--- config.mk ---
export PLATFORM = sky130hd
export DESIGN_NAME = debug_command_flash_unlock
export DESIGN_NICKNAME = d
export VERILOG_FILES = /design/src/logic/debug_command_flash_unlock_pkg.sv /design/src/logic/debug_command_flash_unlock.sv
export VERILOG_INCLUDE_DIRS = /design/src /design/src/logic
export SDC_FILE = /design/constraint.sdc
export NUM_CORES = 1
export LEC_CHECK = 0
export BUFFER_PORTS_ARGS = -buffer_cell sky130_fd_sc_hd__buf_4
export CORE_MARGIN = 5
export CORE_UTILIZATION = 33
export CTS_BUF_LIST = sky130_fd_sc_hd__clkbuf_2 sky130_fd_sc_hd__clkbuf_4 sky130_fd_sc_hd__clkbuf_8
export DETAILED_ROUTE_END_ITERATION = 8
export PLACE_DENSITY_LB_ADDON = 0.25
export SLEW_MARGIN = 5
export SYNTH_ARGS = -nofsm -noshare
export SYNTH_HDL_FRONTEND = slang
export SYNTH_HIERARCHICAL = 1
export SYNTH_SLANG_ARGS = --single-unit
export TNS_END_PERCENT = 30
--- constraint.sdc ---
create_clock -name clock_in -period 3.5 [get_ports clock_in]
set_clock_uncertainty 0.1 [all_clocks]
set_input_delay 0.175 -clock clock_in [delete_from_list [all_inputs] [get_ports clock_in]]
set_output_delay 0.175 -clock clock_in [all_outputs]
set_load 0.01 [all_outputs]
--- src/logic/debug_command_flash_unlock_defs.svh ---
`ifndef DEBUG_COMMAND_FLASH_UNLOCK_DEFS_SVH
`define DEBUG_COMMAND_FLASH_UNLOCK_DEFS_SVH

// debug command codes
`define DBG_CMD_WR_CTL      8'h04
`define DBG_CMD_RD_CTL      8'h05
`define DBG_CMD_WR_PC       8'h06
`define DBG_CMD_RD_PC       8'h07
`define DBG_CMD_WR_REG      8'h08

// debug control register
`define DBG_CTL_RESET       8'h00
`define DBG_CTL_HALT_BIT    7

// flash command codes
`define FLASH_UNLOCK_FIRST  8'h73
`define FLASH_UNLOCK_SECOND 8'h8C
`define FLASH_PAGE_ERASE    8'h95
`define FLASH_MASS_ERASE    8'h63
`define FLASH_SECTOR_ACCESS 8'h5E

// register file addresses
`define ADDR_TRIM_INDEX     12'hFF6
`define ADDR_FLASH_COMMAND  12'hFF8
`define ADDR_FLASH_REG_LO   12'hFF8
`define ADDR_FLASH_REG_HI   12'hFFF

// reset values and field layout
`define TRIM_INDEX_RESET    5'h00
`define TRIM_INDEX_WIDTH    5
`define FLASH_CMD_RESET     8'h00
`define STATUS_SECTOR_BIT   4

// transfer sizes
`define WR_REG_FULL_COUNT   9'h100
`define FLASH_PAGE_BYTES    512
`define RX_FIFO_DEPTH       32

`endif

--- src/logic/debug_command_flash_unlock_pkg.sv ---
package debug_command_flash_unlock_pkg;

  // command handler states
  typedef enum logic [3:0] {
    ST_IDLE,
    ST_CTL_DATA,
    ST_PC_HI,
    ST_PC_LO,
    ST_WR_ADDR_HI,
    ST_WR_ADDR_LO,
    ST_WR_SIZE,
    ST_WR_DATA,
    ST_TX_CTL,
    ST_TX_PC_HI,
    ST_TX_PC_LO
  } handler_state_t;

  // flash controller lock states
  typedef enum logic [1:0] {
    FL_LOCKED,
    FL_FIRST_SEEN,
    FL_UNLOCKED
  } flash_state_t;

endpackage

--- src/logic/debug_command_flash_unlock.sv ---
`timescale 1ns/10ps
`include "debug_command_flash_unlock_defs.svh"

module byte_fifo #(
  parameter int WIDTH = 8,
  parameter int DEPTH = 32
) (
  // clock and reset
  input  wire logic             clock_in,
  input  wire logic             rst_in,
  // fill side
  input  wire logic             in_valid_in,
  input  wire logic [WIDTH-1:0] in_data_in,
  output logic                  in_ready_out,
  // drain side
  output logic                  out_valid_out,
  output logic [WIDTH-1:0]      out_data_out,
  input  wire logic             out_ready_in
);
  localparam int AW = $clog2(DEPTH);

  logic [WIDTH-1:0] mem_q [DEPTH];
  logic [AW:0]      wr_ptr_q;
  logic [AW:0]      rd_ptr_q;
  wire              empty;
  wire              full;
  wire              push;
  wire              pop;

  // full and empty from pointers with a wrap bit
  assign empty         = (wr_ptr_q == rd_ptr_q);
  assign full          = (wr_ptr_q[AW] != rd_ptr_q[AW]) &&
                         (wr_ptr_q[AW-1:0] == rd_ptr_q[AW-1:0]);
  assign in_ready_out  = !full;
  assign out_valid_out = !empty;
  assign out_data_out  = mem_q[rd_ptr_q[AW-1:0]];
  assign push          = in_valid_in && !full;
  assign pop           = out_ready_in && !empty;

  // storage write
  always_ff @(posedge clock_in) begin
    if (push) begin
      mem_q[wr_ptr_q[AW-1:0]] <= in_data_in;
    end
  end

  // pointer update
  always_ff @(posedge clock_in) begin
    if (rst_in) begin
      wr_ptr_q <= '0;
      rd_ptr_q <= '0;
    end else begin
      wr_ptr_q <= wr_ptr_q + (AW+1)'(push);
      rd_ptr_q <= rd_ptr_q + (AW+1)'(pop);
    end
  end
endmodule

module debug_command_flash_unlock (
  // clock and reset
  input  wire logic        clock_in,
  input  wire logic        rst_in,
  // debug link receive bytes
  input  wire logic        rx_valid_in,
  input  wire logic [7:0]  rx_data_in,
  output logic             rx_ready_out,
  // debug link transmit bytes
  output logic             tx_valid_out,
  output logic [7:0]       tx_data_out,
  input  wire logic        tx_ready_in,
  // cpu register file port
  input  wire logic        reg_wr_in,
  input  wire logic        reg_rd_in,
  input  wire logic [11:0] reg_addr_in,
  input  wire logic [7:0]  reg_wdata_in,
  output logic [7:0]       reg_rdata_out,
  // device state
  input  wire logic        read_protect_in,
  input  wire logic [15:0] pc_in,
  input  wire logic [7:0]  page_select_in,
  // debug control and program counter
  output logic [7:0]       debug_control_reg_out,
  output logic             debug_halt_state_bit_out,
  output logic             pc_load_out,
  output logic [15:0]      pc_value_out,
  // debug register file writes
  output logic             dbg_reg_wr_out,
  output logic [11:0]      dbg_reg_addr_out,
  output logic [7:0]       dbg_reg_data_out,
  // flash controller actions
  output logic             page_erase_out,
  output logic [7:0]       erase_page_out,
  output logic             mass_erase_out,
  output logic             sector_protect_en_out,
  output logic [4:0]       trim_option_index_out
);
  debug_command_flash_unlock_pkg::handler_state_t state_q, state_d;
  debug_command_flash_unlock_pkg::flash_state_t   fstate_q, fstate_d;

  logic [7:0]  ctl_q;
  logic [7:0]  pc_hi_q;
  logic [11:0] addr_q;
  logic [8:0]  count_q;
  logic [7:0]  tx_q;
  logic [15:0] pc_cap_q;
  logic [4:0]  trim_q;
  logic        sector_q;
  logic [7:0]  rdata_q;
  logic        pc_load_q;
  logic [15:0] pc_val_q;
  logic        dwr_q;
  logic [11:0] daddr_q;
  logic [7:0]  ddata_q;
  logic        perase_q;
  logic [7:0]  epage_q;
  logic        merase_q;

  wire         fifo_valid;
  wire [7:0]   fifo_data;
  wire         take;
  wire         tx_go;
  wire         halted;
  wire         rx_state;
  wire         commit;
  wire [7:0]   ctl_new;
  wire         dbg_fc_wr;
  wire         cpu_fc_wr;
  wire         fc_wr;
  wire [7:0]   fc_data;
  wire         fc_from_dbg;
  wire         dbg_trim_wr;
  wire         cpu_trim_wr;
  wire [7:0]   flash_status;

  // true for addresses of the flash control register group
  function automatic logic is_flash_reg(input logic [11:0] a);
    return (a >= `ADDR_FLASH_REG_LO) && (a <= `ADDR_FLASH_REG_HI);
  endfunction

  // incoming link bytes pass through a buffer before the handler
  byte_fifo #(
    .WIDTH (8),
    .DEPTH (`RX_FIFO_DEPTH)
  ) rx_fifo (
    .clock_in      (clock_in),
    .rst_in        (rst_in),
    .in_valid_in   (rx_valid_in),
    .in_data_in    (rx_data_in),
    .in_ready_out  (rx_ready_out),
    .out_valid_out (fifo_valid),
    .out_data_out  (fifo_data),
    .out_ready_in  (rx_state)
  );

  // handshake and gating terms
  assign halted   = ctl_q[`DBG_CTL_HALT_BIT];
  assign rx_state = (state_q != debug_command_flash_unlock_pkg::ST_TX_CTL) &&
                    (state_q != debug_command_flash_unlock_pkg::ST_TX_PC_HI) &&
                    (state_q != debug_command_flash_unlock_pkg::ST_TX_PC_LO);
  assign take     = rx_state && fifo_valid;
  assign tx_valid_out = !rx_state;
  assign tx_go    = tx_valid_out && tx_ready_in;
  assign commit   = take && halted &&
                    (state_q == debug_command_flash_unlock_pkg::ST_WR_DATA) &&
                    (!read_protect_in || is_flash_reg(addr_q));
  // halt bit sticks under read protect
  assign ctl_new  = {fifo_data[7] | (read_protect_in & halted),
                     fifo_data[6:0]};

  // writes that reach flash command and trim index
  assign dbg_fc_wr   = commit && (addr_q == `ADDR_FLASH_COMMAND);
  assign cpu_fc_wr   = reg_wr_in && (reg_addr_in == `ADDR_FLASH_COMMAND);
  assign fc_wr       = dbg_fc_wr || cpu_fc_wr;
  assign fc_from_dbg = dbg_fc_wr;
  assign fc_data     = dbg_fc_wr ? fifo_data : reg_wdata_in;
  assign dbg_trim_wr = commit && (addr_q == `ADDR_TRIM_INDEX);
  assign cpu_trim_wr = reg_wr_in && (reg_addr_in == `ADDR_TRIM_INDEX);
  assign flash_status = {3'h0, sector_q, 2'h0, fstate_q};

  always_comb begin
    state_d = state_q;
    case (state_q)
      debug_command_flash_unlock_pkg::ST_IDLE: begin
        if (take) begin
          case (fifo_data)
            `DBG_CMD_WR_CTL:
              state_d = debug_command_flash_unlock_pkg::ST_CTL_DATA;
            `DBG_CMD_RD_CTL:
              state_d = debug_command_flash_unlock_pkg::ST_TX_CTL;
            `DBG_CMD_WR_PC:
              state_d = debug_command_flash_unlock_pkg::ST_PC_HI;
            `DBG_CMD_RD_PC:
              state_d = debug_command_flash_unlock_pkg::ST_TX_PC_HI;
            `DBG_CMD_WR_REG:
              state_d = debug_command_flash_unlock_pkg::ST_WR_ADDR_HI;
            default:
              state_d = debug_command_flash_unlock_pkg::ST_IDLE;
          endcase
        end
      end
      debug_command_flash_unlock_pkg::ST_CTL_DATA: begin
        if (take) state_d = debug_command_flash_unlock_pkg::ST_IDLE;
      end
      debug_command_flash_unlock_pkg::ST_PC_HI: begin
        if (take) state_d = debug_command_flash_unlock_pkg::ST_PC_LO;
      end
      debug_command_flash_unlock_pkg::ST_PC_LO: begin
        if (take) state_d = debug_command_flash_unlock_pkg::ST_IDLE;
      end
      debug_command_flash_unlock_pkg::ST_WR_ADDR_HI: begin
        if (take) state_d = debug_command_flash_unlock_pkg::ST_WR_ADDR_LO;
      end
      debug_command_flash_unlock_pkg::ST_WR_ADDR_LO: begin
        if (take) state_d = debug_command_flash_unlock_pkg::ST_WR_SIZE;
      end
      debug_command_flash_unlock_pkg::ST_WR_SIZE: begin
        if (take) state_d = debug_command_flash_unlock_pkg::ST_WR_DATA;
      end
      debug_command_flash_unlock_pkg::ST_WR_DATA: begin
        if (take && count_q == 9'h001) begin
          state_d = debug_command_flash_unlock_pkg::ST_IDLE;
        end
      end
      debug_command_flash_unlock_pkg::ST_TX_CTL: begin
        if (tx_go) state_d = debug_command_flash_unlock_pkg::ST_IDLE;
      end
      debug_command_flash_unlock_pkg::ST_TX_PC_HI: begin
        if (tx_go) state_d = debug_command_flash_unlock_pkg::ST_TX_PC_LO;
      end
      debug_command_flash_unlock_pkg::ST_TX_PC_LO: begin
        if (tx_go) state_d = debug_command_flash_unlock_pkg::ST_IDLE;
      end
      default: state_d = debug_command_flash_unlock_pkg::ST_IDLE;
    endcase
  end

  always_comb begin
    fstate_d = fstate_q;
    if (fc_wr) begin
      case (fstate_q)
        debug_command_flash_unlock_pkg::FL_LOCKED: begin
          if (fc_data == `FLASH_UNLOCK_FIRST) begin
            fstate_d = debug_command_flash_unlock_pkg::FL_FIRST_SEEN;
          end else begin
            fstate_d = debug_command_flash_unlock_pkg::FL_LOCKED;
          end
        end
        debug_command_flash_unlock_pkg::FL_FIRST_SEEN: begin
          if (fc_data == `FLASH_UNLOCK_SECOND) begin
            fstate_d = debug_command_flash_unlock_pkg::FL_UNLOCKED;
          end else begin
            fstate_d = debug_command_flash_unlock_pkg::FL_LOCKED;
          end
        end
        debug_command_flash_unlock_pkg::FL_UNLOCKED: begin
          // erase start or anything but 5EH relocks
          if (fc_data == `FLASH_SECTOR_ACCESS) begin
            fstate_d = debug_command_flash_unlock_pkg::FL_UNLOCKED;
          end else begin
            fstate_d = debug_command_flash_unlock_pkg::FL_LOCKED;
          end
        end
        default: fstate_d = debug_command_flash_unlock_pkg::FL_LOCKED;
      endcase
    end
  end

  // state registers
  always_ff @(posedge clock_in) begin
    if (rst_in) begin
      state_q  <= debug_command_flash_unlock_pkg::ST_IDLE;
      fstate_q <= debug_command_flash_unlock_pkg::FL_LOCKED;
    end else begin
      state_q  <= state_d;
      fstate_q <= fstate_d;
    end
  end

  always_ff @(posedge clock_in) begin
    if (rst_in) begin
      ctl_q <= `DBG_CTL_RESET;
    end else if (take &&
                 state_q == debug_command_flash_unlock_pkg::ST_CTL_DATA) begin
      ctl_q <= ctl_new;
    end
  end

  // program counter write, discarded unless allowed
  always_ff @(posedge clock_in) begin
    if (rst_in) begin
      pc_hi_q   <= 8'h00;
      pc_load_q <= 1'b0;
      pc_val_q  <= 16'h0000;
    end else begin
      pc_load_q <= 1'b0;
      if (take && state_q == debug_command_flash_unlock_pkg::ST_PC_HI) begin
        pc_hi_q <= fifo_data;
      end
      if (take && state_q == debug_command_flash_unlock_pkg::ST_PC_LO &&
          halted && !read_protect_in) begin
        pc_load_q <= 1'b1;
        pc_val_q  <= {pc_hi_q, fifo_data};
      end
    end
  end

  // address and byte count of register writes
  always_ff @(posedge clock_in) begin
    if (rst_in) begin
      addr_q  <= 12'h000;
      count_q <= 9'h000;
    end else if (take) begin
      case (state_q)
        debug_command_flash_unlock_pkg::ST_WR_ADDR_HI:
          addr_q[11:8] <= fifo_data[3:0];
        debug_command_flash_unlock_pkg::ST_WR_ADDR_LO:
          addr_q[7:0] <= fifo_data;
        debug_command_flash_unlock_pkg::ST_WR_SIZE:
          count_q <= (fifo_data == 8'h00) ? `WR_REG_FULL_COUNT
                                          : {1'b0, fifo_data};
        debug_command_flash_unlock_pkg::ST_WR_DATA: begin
          addr_q  <= addr_q + 12'h001;
          count_q <= count_q - 9'h001;
        end
        default: addr_q <= addr_q;
      endcase
    end
  end

  // committed writes toward the register file
  always_ff @(posedge clock_in) begin
    if (rst_in) begin
      dwr_q   <= 1'b0;
      daddr_q <= 12'h000;
      ddata_q <= 8'h00;
    end else begin
      dwr_q <= commit;
      if (commit) begin
        daddr_q <= addr_q;
        ddata_q <= fifo_data;
      end
    end
  end

  // answer bytes, PC masked when not allowed
  always_ff @(posedge clock_in) begin
    if (rst_in) begin
      tx_q     <= 8'h00;
      pc_cap_q <= 16'h0000;
    end else if (take &&
                 state_q == debug_command_flash_unlock_pkg::ST_IDLE) begin
      tx_q     <= (fifo_data == `DBG_CMD_RD_CTL) ? ctl_q :
                  ((halted && !read_protect_in) ? pc_in[15:8] : 8'hFF);
      pc_cap_q <= (halted && !read_protect_in) ? pc_in : 16'hFFFF;
    end else if (tx_go &&
                 state_q == debug_command_flash_unlock_pkg::ST_TX_PC_HI) begin
      tx_q <= pc_cap_q[7:0];
    end
  end

  always_ff @(posedge clock_in) begin
    if (rst_in) begin
      perase_q <= 1'b0;
      epage_q  <= 8'h00;
      merase_q <= 1'b0;
      sector_q <= 1'b0;
    end else begin
      perase_q <= 1'b0;
      merase_q <= 1'b0;
      if (fc_wr) begin
        sector_q <= (fc_data == `FLASH_SECTOR_ACCESS);
      end
      if (fc_wr &&
          fstate_q == debug_command_flash_unlock_pkg::FL_UNLOCKED) begin
        if (fc_data == `FLASH_PAGE_ERASE) begin
          perase_q <= 1'b1;
          epage_q  <= page_select_in;
        end
        if (fc_data == `FLASH_MASS_ERASE && fc_from_dbg) begin
          merase_q <= 1'b1;
        end
      end
    end
  end

  // trim index, debug path wins a same-cycle clash
  always_ff @(posedge clock_in) begin
    if (rst_in) begin
      trim_q <= `TRIM_INDEX_RESET;
    end else if (dbg_trim_wr) begin
      trim_q <= fifo_data[`TRIM_INDEX_WIDTH-1:0];
    end else if (cpu_trim_wr) begin
      trim_q <= reg_wdata_in[`TRIM_INDEX_WIDTH-1:0];
    end
  end

  // cpu reads, command address shows status
  always_ff @(posedge clock_in) begin
    if (rst_in) begin
      rdata_q <= 8'h00;
    end else if (reg_rd_in) begin
      if (reg_addr_in == `ADDR_TRIM_INDEX) begin
        rdata_q <= {3'h0, trim_q};
      end else if (reg_addr_in == `ADDR_FLASH_COMMAND) begin
        rdata_q <= flash_status;
      end else begin
        rdata_q <= 8'h00;
      end
    end
  end

  // output drive
  assign tx_data_out              = tx_q;
  assign reg_rdata_out            = rdata_q;
  assign debug_control_reg_out    = ctl_q;
  assign debug_halt_state_bit_out = halted;
  assign pc_load_out              = pc_load_q;
  assign pc_value_out             = pc_val_q;
  assign dbg_reg_wr_out           = dwr_q;
  assign dbg_reg_addr_out         = daddr_q;
  assign dbg_reg_data_out         = ddata_q;
  // page select names one 512 byte page
  assign page_erase_out           = perase_q;
  assign erase_page_out           = epage_q;
  assign mass_erase_out           = merase_q;
  assign sector_protect_en_out    = sector_q;
  assign trim_option_index_out    = trim_q;
endmodule

==> impl_metrics.json, run 1 <==
{
  "status": "finished, final reports clean",
  "cp_data_arrival_time_ns": 3.83,
  "gr-usage-all-layers": 0.1607,
  "core-area_sq_mm": 0.04875,
  "rows": 81,
  "dieHeight_microns": 231.8,
  "met1_length_microns": 19480,
  "muxShareOfSynthArea": 0.1045,
  "synth.avg_cell_area_sq_um": 13.02,
  "final_common_cell": "edfxtp_1",
  "power_uw": 12730,
  "drc_errors": 0,
  "drtAntennaViolNets": 0,
  "power_density_mw_per_mm2": 612.9,
  "max_freq_mhz": 296.1,
  "final_area_sq_mm": 0.02077,
  "ys_seq_elements": 386,
  "multiInputGateArea_sq_mm": 0.005552,
  "fin_nets": 1612,
  "wl_per_cell_microns": 19.41,
  "fin_crit_ns": 3.377,
  "critical_path_required_ns": 3.96,
  "irDropWorstVdd_uv": 305.0,
  "cts_tree": "done",
  "fin_tns_setup_ns": 0,
  "syn2layout_area_growth_pct": 27.99,
  "grt_pass1_wl_microns": 67500,
  "drtPass1Iterations": 5,
  "yosys.area_share.xor_xnor": 0.009174,
  "netlist_instances": 1247,
  "timing.final.ws_setup_ns": 0.1232,
  "dr_wl_met3_microns": 2315,
  "globalRoute.totalOverflow": 0,
  "path_class": "reg2reg",
  "vias": 11354,
  "maxCapViolCount": 0,
  "clk_latency_ns": 0.66,
  "finalWirelength_microns": 43900,
  "ys_seq_area_frac": 0.6340,
  "synth_simple_gate_area_frac": 0.1233,
  "final_cell_mix": "edfxtp_1, buf_4, dfxtp_1, nand2_1, a21oi_1",
  "register_area_sq_mm": 0.01030,
  "antenna_found_initial": 1,
  "ys_types": 74,
  "synth_top_family_by_area": "simple AND/OR/NAND/NOR gates",
  "dpl_cell_area_sq_mm": 0.01853,
  "path_clk_slew_ns": 0.06,
  "start_kind": "flop",
  "crit_chain": "buf_12 -> mux4_2 -> a22o_1 -> a2111oi_4 -> a21oi_1 -> or3b_1 -> nor4bb_1 -> buf_4 -> nor3b_2 -> buf_4 -> o21ai_0 -> a21oi_1",
  "setup_viol": 0,
  "grt_pass1_vias": 11482,
  "slew_headroom": 0.3603,
  "synth_edf_count": 256,
  "end_kind": "flop",
  "wl_met2_microns": 21050,
  "worstPathMaxFanout": 8,
  "finalHoldViolCount": 0,
  "netlist_area_sq_mm": 0.01623,
  "tightest_slew_ns": 0.9595,
  "synth-compound-area-share": 0.09066,
  "hpwlAfterDp_microns": 29120,
  "vias_per_cell": 5.022,
  "drive_above_1_share": 0.2803,
  "io_pins": 140,
  "hold_path_class": "in2reg",
  "synth-warning-count": 6,
  "die_w_microns": 231.8,
  "nFillCells": 4521,
  "fin_cells": 2261,
  "worst_path_max_delay_cell": "mux4_2",
  "slowest_delay_ns": 0.48,
  "drt-initial-drc-count": 812,
  "globalplace.congestion": 0.8367,
  "pre_cts_ws_ns": -0.2111,
  "top_layer": "met4",
  "die-area_sq_mm": 0.05372,
  "synthFlopType": "edfxtp_1",
  "cts_sinks": 386,
  "post-route-period-util": 0.9648,
  "initial_core_util": 0.3329,
  "htreeDepth": 3,
  "rsz0062_at_grt": "yes",
  "clockBufferDepth": 3,
  "port-buffer-count": 136,
  "leakage_uw": 0.007424,
  "cts-buffers-inserted": 69,
  "postSynth.asyncResetShare": 0,
  "synthAdderAreaFrac": 0.006938,
  "dp_cells": 2067,
  "cts_root_buffer": "clkbuf_8",
  "maxSlewViolCount": 0,
  "grt_max_degree": 86
}
## sequential cells by signal, indices dropped and copies added (netlist names), 4 cells and up
signal                 flops
addr_q                    12
trim_option_index_out      5
rx_fifo/wr_ptr_q           6
tx_data_out                8
reg_rdata_out              5
pc_value_out              16
pc_hi_q                    8
rx_fifo/mem_q            256
dbg_reg_addr_out          12
state_q                    4
debug_control_reg_out      8
pc_cap_q                   8
dbg_reg_data_out           8
erase_page_out             8
count_q                    9
rx_fifo/rd_ptr_q           6
## metal layers
layer  GRT usage  up-vias
li1            -     5386
met1      0.2173     5594
met2      0.2594      301
met3     0.03253       73
met4     0.05558        0
met5           0        -
## per-stage QoR
step | hold WS (ns) | utilization
after CTS | 0.02363 | 0.4223
after global routing | 0.09116 | 0.4261
after global placement | 0.3459 | 0.3802
after detailed placement | 0.3487 | 0.3802
after floorplan | 0.1466 | -
final | 0.07476 | 0.4261
## synthesized netlist by cell type (all sizes together), types with 11 or more instances
master  number  area (sq um)
mux2i       63         630.6
a311oi      12         105.1
nand4       12         75.07
buf         44         267.8
o21ai       30         150.1
mux4        47          1066
a21oi       95         475.5
inv         15         56.30
or3         13         81.33
a22oi       16         120.1
xor2        11         96.34
nand3       52         265.3
nor3        55         275.3
dfxtp      130          2603
edfxtp     256          7687
clkbuf      48         181.4
o22ai       11         68.82
nand2       94         355.3
nor2b       17         106.4
nor2        82         307.8
## critical path: cells and delay by family, from the launching register on
family	cells	cell delay [ns]
AND/OR/NAND/NOR	3	0.87
buffers and inverters	3	0.47
AO/OA/AOI/OAI	5	0.98
flip-flops	1	0.39
multiplexers	1	0.48
## kinds of logic (layout without fill, tap and decap cells)
group           count (synthesis)  count (layout)
simple gates                  392             392
flops                         386             386
compound gates                225             225
mux                           110             110
buf+inv                       107             453
xor+xnor                       17              17
fa+ha+maj                       9               9
other cells                     1               5
## cell type report
cell class                 count  area share
antenna                        2   0.0002409
clock buffer                  95     0.05662
clock inverter                27     0.01072
inverter                      15    0.002710
multi-input combinational    756      0.2672
sequential                   386      0.4958
tap                          664     0.03999
timing repair buffer         316      0.1267
## where the power goes
part           switching [uW]  internal, uW  total, uW
logic                    1780          1550       3340
clock network            1900          2360       4260
registers                 126          5010       5130
total                    3810          8920      12700
## timing repair
action,in CTS,in global routing
endpoints found under the hold margin,298,0
setup buffers,2,11
gates resized for setup,6,14
setup endpoints to repair,19,21
hold buffers,57,0
pin swaps,0,5
## final timing paths
path / start / to / slack [ns] / cells after the start
worst max-delay path: rx_fifo/rd_ptr_q[0] / erase_page_out[5] / 0.12 / 12
worst min register to register: pc_hi_q[5] / pc_value_out[13] / 0.36 / 2
worst max register to register: rx_fifo/rd_ptr_q[0] / erase_page_out[5] / 0.12 / 12
worst min-delay path: reg_wr_in / trim_option_index_out[0] / 0.07 / 4
No activity file was read; power rests on OpenSTA's default activity.
==> run 2: changes to the inputs <==
--- a/config.mk
+++ b/config.mk
@@ -11,7 +11,7 @@
 export CORE_UTILIZATION = 33
 export CTS_BUF_LIST = sky130_fd_sc_hd__clkbuf_2 sky130_fd_sc_hd__clkbuf_4 sky130_fd_sc_hd__clkbuf_8
 export DETAILED_ROUTE_END_ITERATION = 8
-export PLACE_DENSITY_LB_ADDON = 0.25
+export PLACE_DENSITY = 0.62
 export SLEW_MARGIN = 5
 export SYNTH_ARGS = -nofsm -noshare
 export SYNTH_HDL_FRONTEND = slang
==> run 2 against run 1 <==
Effect of this change: setup slack improved by 0.063 ns; first-iteration DRC count shrank 9.5%; design area fell by 1.2%; worst hold slack worse by 0.029 ns; largest power group unchanged; highest routed layer unchanged.
==> impl_metrics.json, run 2 (synthesis results as in run 1) <==
{
  "status": "finished, final reports clean",
  "cts_root_buffer": "clkbuf_8",
  "dpl_cell_area_sq_mm": 0.01843,
  "irDropWorstVdd_uv": 393.6,
  "drt-initial-drc-count": 735,
  "port-buffer-count": 136,
  "finalHoldViolCount": 0,
  "initial_core_util": 0.3329,
  "nFillCells": 4475,
  "end_kind": "flop",
  "grt_max_degree": 77,
  "fin_crit_ns": 3.314,
  "die_w_microns": 231.8,
  "met1_length_microns": 18420,
  "final_cell_mix": "edfxtp_1, buf_4, dfxtp_1, nand2_1, a21oi_1",
  "htreeDepth": 2,
  "hpwlAfterDp_microns": 28760,
  "slew_headroom": 0.4059,
  "post-route-util": 0.4212,
  "maxSlewViolCount": 0,
  "critPathTopFamily": "simple AND/OR/NAND/NOR gates",
  "top_layer": "met4",
  "cts_tree": "done",
  "drc_errors": 0,
  "cts_sinks": 386,
  "start_kind": "flop",
  "tightest_slew_ns": 0.8863,
  "path_class": "reg2reg",
  "vias_per_cell": 5.100,
  "clk_latency_ns": 0.64,
  "globalRoute.totalOverflow": 0,
  "worstPathMaxFanout": 8,
  "largest_reg_flops": 256,
  "wl_per_cell_microns": 19.24,
  "clockBufferDepth": 3,
  "crit_chain": "buf_4 -> buf_6 -> mux4_2 -> a2111oi_4 -> buf_4 -> a21oi_1 -> nor2b_1 -> and4_1 -> buf_6 -> or3_1 -> o211ai_1 -> a311oi_1",
  "final_area_sq_mm": 0.02053,
  "cp_data_arrival_time_ns": 3.68,
  "setup_viol": 0,
  "slowest_delay_ns": 0.57,
  "grt_pass1_wl_microns": 65580,
  "io_pins": 140,
  "worst_path_max_delay_cell": "mux4_2",
  "drtPass1Iterations": 5,
  "syn2layout_area_growth_pct": 26.50,
  "critPathBufInv": 4,
  "rsz0062_at_grt": "no",
  "dr_wl_met3_microns": 2476,
  "finalWirelength_microns": 42870,
  "maxCapViolCount": 0,
  "path_clk_slew_ns": 0.07,
  "fin_nets": 1580,
  "globalplace.congestion": 0.8180,
  "drive_above_1_share": 0.2706,
  "gr-usage-all-layers": 0.1537,
  "dieHeight_microns": 231.8,
  "leakage_uw": 0.007285,
  "wl_met2_microns": 21120,
  "core-area_sq_mm": 0.04875,
  "vias": 11363,
  "drtAntennaViolNets": 0,
  "max_freq_mhz": 301.8,
  "timing.final.ws_setup_ns": 0.1863,
  "grt_pass1_vias": 11492,
  "power_density_mw_per_mm2": 598.5,
  "pre_cts_ws_ns": -0.1955,
  "post-route-period-util": 0.9468,
  "die-area_sq_mm": 0.05372,
  "critical_path_required_ns": 3.87,
  "antenna_found_initial": 0,
  "rows": 81,
  "final_common_cell": "edfxtp_1",
  "cts-buffers-inserted": 61,
  "hold_path_class": "in2reg"
}
[run 2: area by class of cell]
cell class                 instances  area, sq um  area share
tap                              664        830.8     0.04047
sequential                       386        10300      0.5016
clock inverter                    24        190.2    0.009263
clock buffer                      90         1107     0.05393
multi-input combinational        756         5599      0.2727
timing repair buffer             292         2446      0.1191
antenna                            1        2.502   0.0001219
inverter                          15        56.30    0.002742
[run 2: what timing repair did]
item,CTS,global route
hold buffers,52,0
buffers inserted,3,7
pin swaps,0,11
hold endpoints to repair,329,0
endpoints found under the setup margin,18,22
resized for setup,5,23
[run 2: final timing paths]
path,start,to,slack [ns],depth (start not counted)
setup / recovery,rx_fifo/rd_ptr_q[0],tx_data_out[6],0.19,12
hold / removal,reg_addr_in[3],page_erase_out,0.05,6
setup reg to reg,rx_fifo/rd_ptr_q[0],tx_data_out[6],0.19,12
hold reg to reg,pc_hi_q[3],pc_value_out[11],0.36,2
[run 2: layer usage]
layer,track usage,up-vias
li1,-,5302
met1,0.2017,5642
met2,0.2630,346
met3,0.03008,73
met4,0.03933,0
met5,0,-
[run 2: where the power goes]
| part | internal (uW) | switching, uW |
|---|---|---|
| Sequential | 5000 | 136 |
| Clock | 2190 | 1780 |
| Combinational | 1420 | 1750 |
[run 2: metrics by stage]
stage,power (uW),instances,hold slack [ns],TNS (ns)
final,12290,2228,0.04595,0
after global routing,12850,2227,0.08548,0
after CTS,12200,2220,0.007836,0
after detailed placement,8120,2051,0.3482,-1.864
after global placement,8086,2051,0.3449,-1.527
after floorplan,7010,1249,0.1466,0
[run 2: worst reg2reg max path, delay by kind of cell, from the launching register on]
family,cells,cell delay (ns)
muxes,1,0.57
DFF,1,0.42
AOI/OAI and AO/OA,4,0.68
and+or+nand+nor,3,0.77
buffers and inverters,4,0.59
==> run 3: changes to the inputs <==
--- a/config.mk
+++ b/config.mk
@@ -8,10 +8,10 @@
 export LEC_CHECK = 0
 export BUFFER_PORTS_ARGS = -buffer_cell sky130_fd_sc_hd__buf_4
 export CORE_MARGIN = 5
-export CORE_UTILIZATION = 33
+export CORE_UTILIZATION = 45
 export CTS_BUF_LIST = sky130_fd_sc_hd__clkbuf_2 sky130_fd_sc_hd__clkbuf_4 sky130_fd_sc_hd__clkbuf_8
 export DETAILED_ROUTE_END_ITERATION = 8
-export PLACE_DENSITY = 0.62
+export PLACE_DENSITY = 0.76
 export SLEW_MARGIN = 5
 export SYNTH_ARGS = -nofsm -noshare
 export SYNTH_HDL_FRONTEND = slang
==> run 3 against run 2 <==
Effect of this change: sequential cell count did not move; count of clock-buffer cells in the layout decreased by 1; total power shrank 2.2%; final cell count decreased by 9.5%; design area decreased by 2.2%; core utilization up 14 points; die area decreased by 26%; fmax shrank 4.0%; clock power is 4% lower.
==> impl_metrics.json, run 3 (synthesis results as in run 1) <==
{
  "die-area_sq_mm": 0.03997,
  "critPathBufInv": 3,
  "clockBufferDepth": 3,
  "worstReg2RegStart": "rx_fifo/rd_ptr_q[0]",
  "regToRegEndpoint": "erase_page_out[0]",
  "final_cell_mix": "edfxtp_1, buf_4, dfxtp_1, nand2_1, a21oi_1",
  "power_density_mw_per_mm2": 598.3,
  "drtPass1Iterations": 5,
  "clk_latency_ns": 0.63,
  "multiInputGateArea_sq_mm": 0.005553,
  "maxCapViolCount": 0,
  "irDropWorstVdd_uv": 498.7,
  "leakage_uw": 0.007189,
  "critPathTopFamily": "simple AND/OR/NAND/NOR gates",
  "finalWirelength_microns": 41940,
  "wl_per_cell_microns": 20.79,
  "globalplace.congestion": 0.8632,
  "dpl_cell_area_sq_mm": 0.01814,
  "gr-usage-all-layers": 0.2007,
  "dieHeight_microns": 199.9,
  "nFillCells": 2776,
  "worst_path_max_delay_cell": "mux4_2",
  "slew_headroom": 0.3552,
  "cts_root_buffer": "clkbuf_8",
  "worstPathMaxFanout": 8,
  "path_class": "reg2reg",
  "final_common_cell": "edfxtp_1",
  "end_kind": "flop",
  "cts_sinks": 386,
  "grt_pass1_wl_microns": 63380,
  "ff2ff_path_depth": 12,
  "slowest_delay_ns": 0.51,
  "io_pins": 140,
  "syn2layout_area_growth_pct": 23.70,
  "final_area_sq_mm": 0.02008,
  "finalHoldViolCount": 0,
  "grt_max_degree": 84,
  "port-buffer-count": 136,
  "crit_chain": "buf_8 -> mux4_2 -> a22o_4 -> a2111oi_4 -> a21oi_2 -> or3b_4 -> nor4bb_2 -> buf_4 -> nand4_1 -> buf_6 -> nand3_1 -> a21oi_2",
  "globalRoute.totalOverflow": 0,
  "fin_crit_ns": 3.452,
  "rows": 69,
  "antenna_found_initial": 0,
  "endpoint": "erase_page_out[0]",
  "register_area_sq_mm": 0.01030,
  "cp_data_arrival_time_ns": 3.83,
  "antenna_cells": 0,
  "grt_pass1_vias": 11449,
  "core-area_sq_mm": 0.03557,
  "worstHoldPathCells": 6,
  "die_w_microns": 199.9,
  "dp_cells": 1845,
  "start_kind": "flop",
  "hpwlAfterDp_microns": 26640,
  "cts_tree": "done",
  "maxSlewViolCount": 0,
  "cpMostUsedCell": "a21oi_2",
  "critPathLaunch": "rx_fifo/rd_ptr_q[0]",
  "drt-initial-drc-count": 967,
  "hold_path_class": "in2reg",
  "fin_cells": 2017,
  "post-route-period-util": 0.9863,
  "status": "finished, final reports clean",
  "largest_reg_flops": 256,
  "drive_above_1_share": 0.2635,
  "cts-buffers-inserted": 61,
  "r2r_setup_slack_ns": 0.05,
  "setup_viol": 0,
  "tightest_slew_ns": 0.9673,
  "path_clk_slew_ns": 0.06,
  "vias": 11688,
  "critical_path_required_ns": 3.88,
  "fin_nets": 1572,
  "post-route-util": 0.5645,
  "drc_errors": 0,
  "vias_per_cell": 5.795,
  "drtAntennaViolNets": 0,
  "path_depth": 12,
  "max_freq_mhz": 289.7,
  "htreeDepth": 2,
  "initial_core_util": 0.4563
}
[run 3: area by class of cell]
cell class,instances,area share
flip-flops and latches,386,0.5129
clock buffers,89,0.05384
clock inverters,26,0.007727
inverters,15,0.002804
repair buffers,284,0.1175
multi-input cells,756,0.2766
well taps,461,0.02873
[run 3: through the flow]
| step | hold slack (ns) | total power (uW) | TNS, ns | setup WS [ns] |
|---|---|---|---|---|
| 6_report | 0.05510 | 12010 | 0 | 0.04803 |
| 2_1_floorplan | 0.1466 | 7010 | 0 | 0.1535 |
| 5_1_grt | 0.06766 | 12540 | -0.07457 | -0.03034 |
| 4_1_cts | 0.01373 | 11890 | 0 | 0.01091 |
| 3_3_place_gp | 0.3445 | 7973 | -0.6155 | -0.09249 |
| 3_5_place_dp | 0.3514 | 8016 | -1.798 | -0.1645 |
[run 3: metal layers]
metal	wire length (microns)	share of wire	GRT usage	vias up
li1	-	-	-	5298
met1	16850	0.40	0.2649	5748
met2	20670	0.49	0.3342	534
met3	2925	0.070	0.03038	108
met4	1500	0.036	0.08553	0
met5	0	0	0	-
[run 3: worst register-to-register path, stage by stage (launching register included)]
cell and delay, ns:
dfxtp_4 0.42, buf_8 0.14, mux4_2 0.52, a22o_4 0.30, a2111oi_4 0.37, a21oi_2 0.07
or3b_4 0.42, nor4bb_2 0.28, buf_4 0.16, nand4_1 0.13, buf_6 0.18, nand3_1 0.13
a21oi_2 0.08
[run 3: how the worst min path moves through the flow]
stage                               end            start  slack, ns
floorplan           rx_fifo/rd_ptr_q[0]           rst_in       0.15
finish                   page_erase_out   reg_addr_in[3]       0.06
detailed placement      pc_value_out[1]  pc_value_out[1]       0.35
global placement             pc_hi_q[5]       pc_hi_q[5]       0.34
CTS                      page_erase_out   reg_addr_in[3]       0.01
global route             page_erase_out   reg_addr_in[3]       0.07
[run 3: power breakdown]
| part | internal (uW) | switching [uW] |
|---|---|---|
| sequential | 5000 | 125 |
| clock | 2060 | 1750 |
| combinational | 1360 | 1710 |
| total | 8430 | 3590 |
[run 3: what timing repair did]
| item | 4_1_cts | 5_1_grt |
|---|---|---|
| buffers inserted | 1 | 4 |
| cloned | 0 | 1 |
| hold buffers | 51 | 0 |
| pin swaps | 1 | 4 |
| gates resized for setup | 5 | 21 |
| endpoints found under the hold margin | 296 | 0 |
| endpoints found under the setup margin | 18 | 20 |
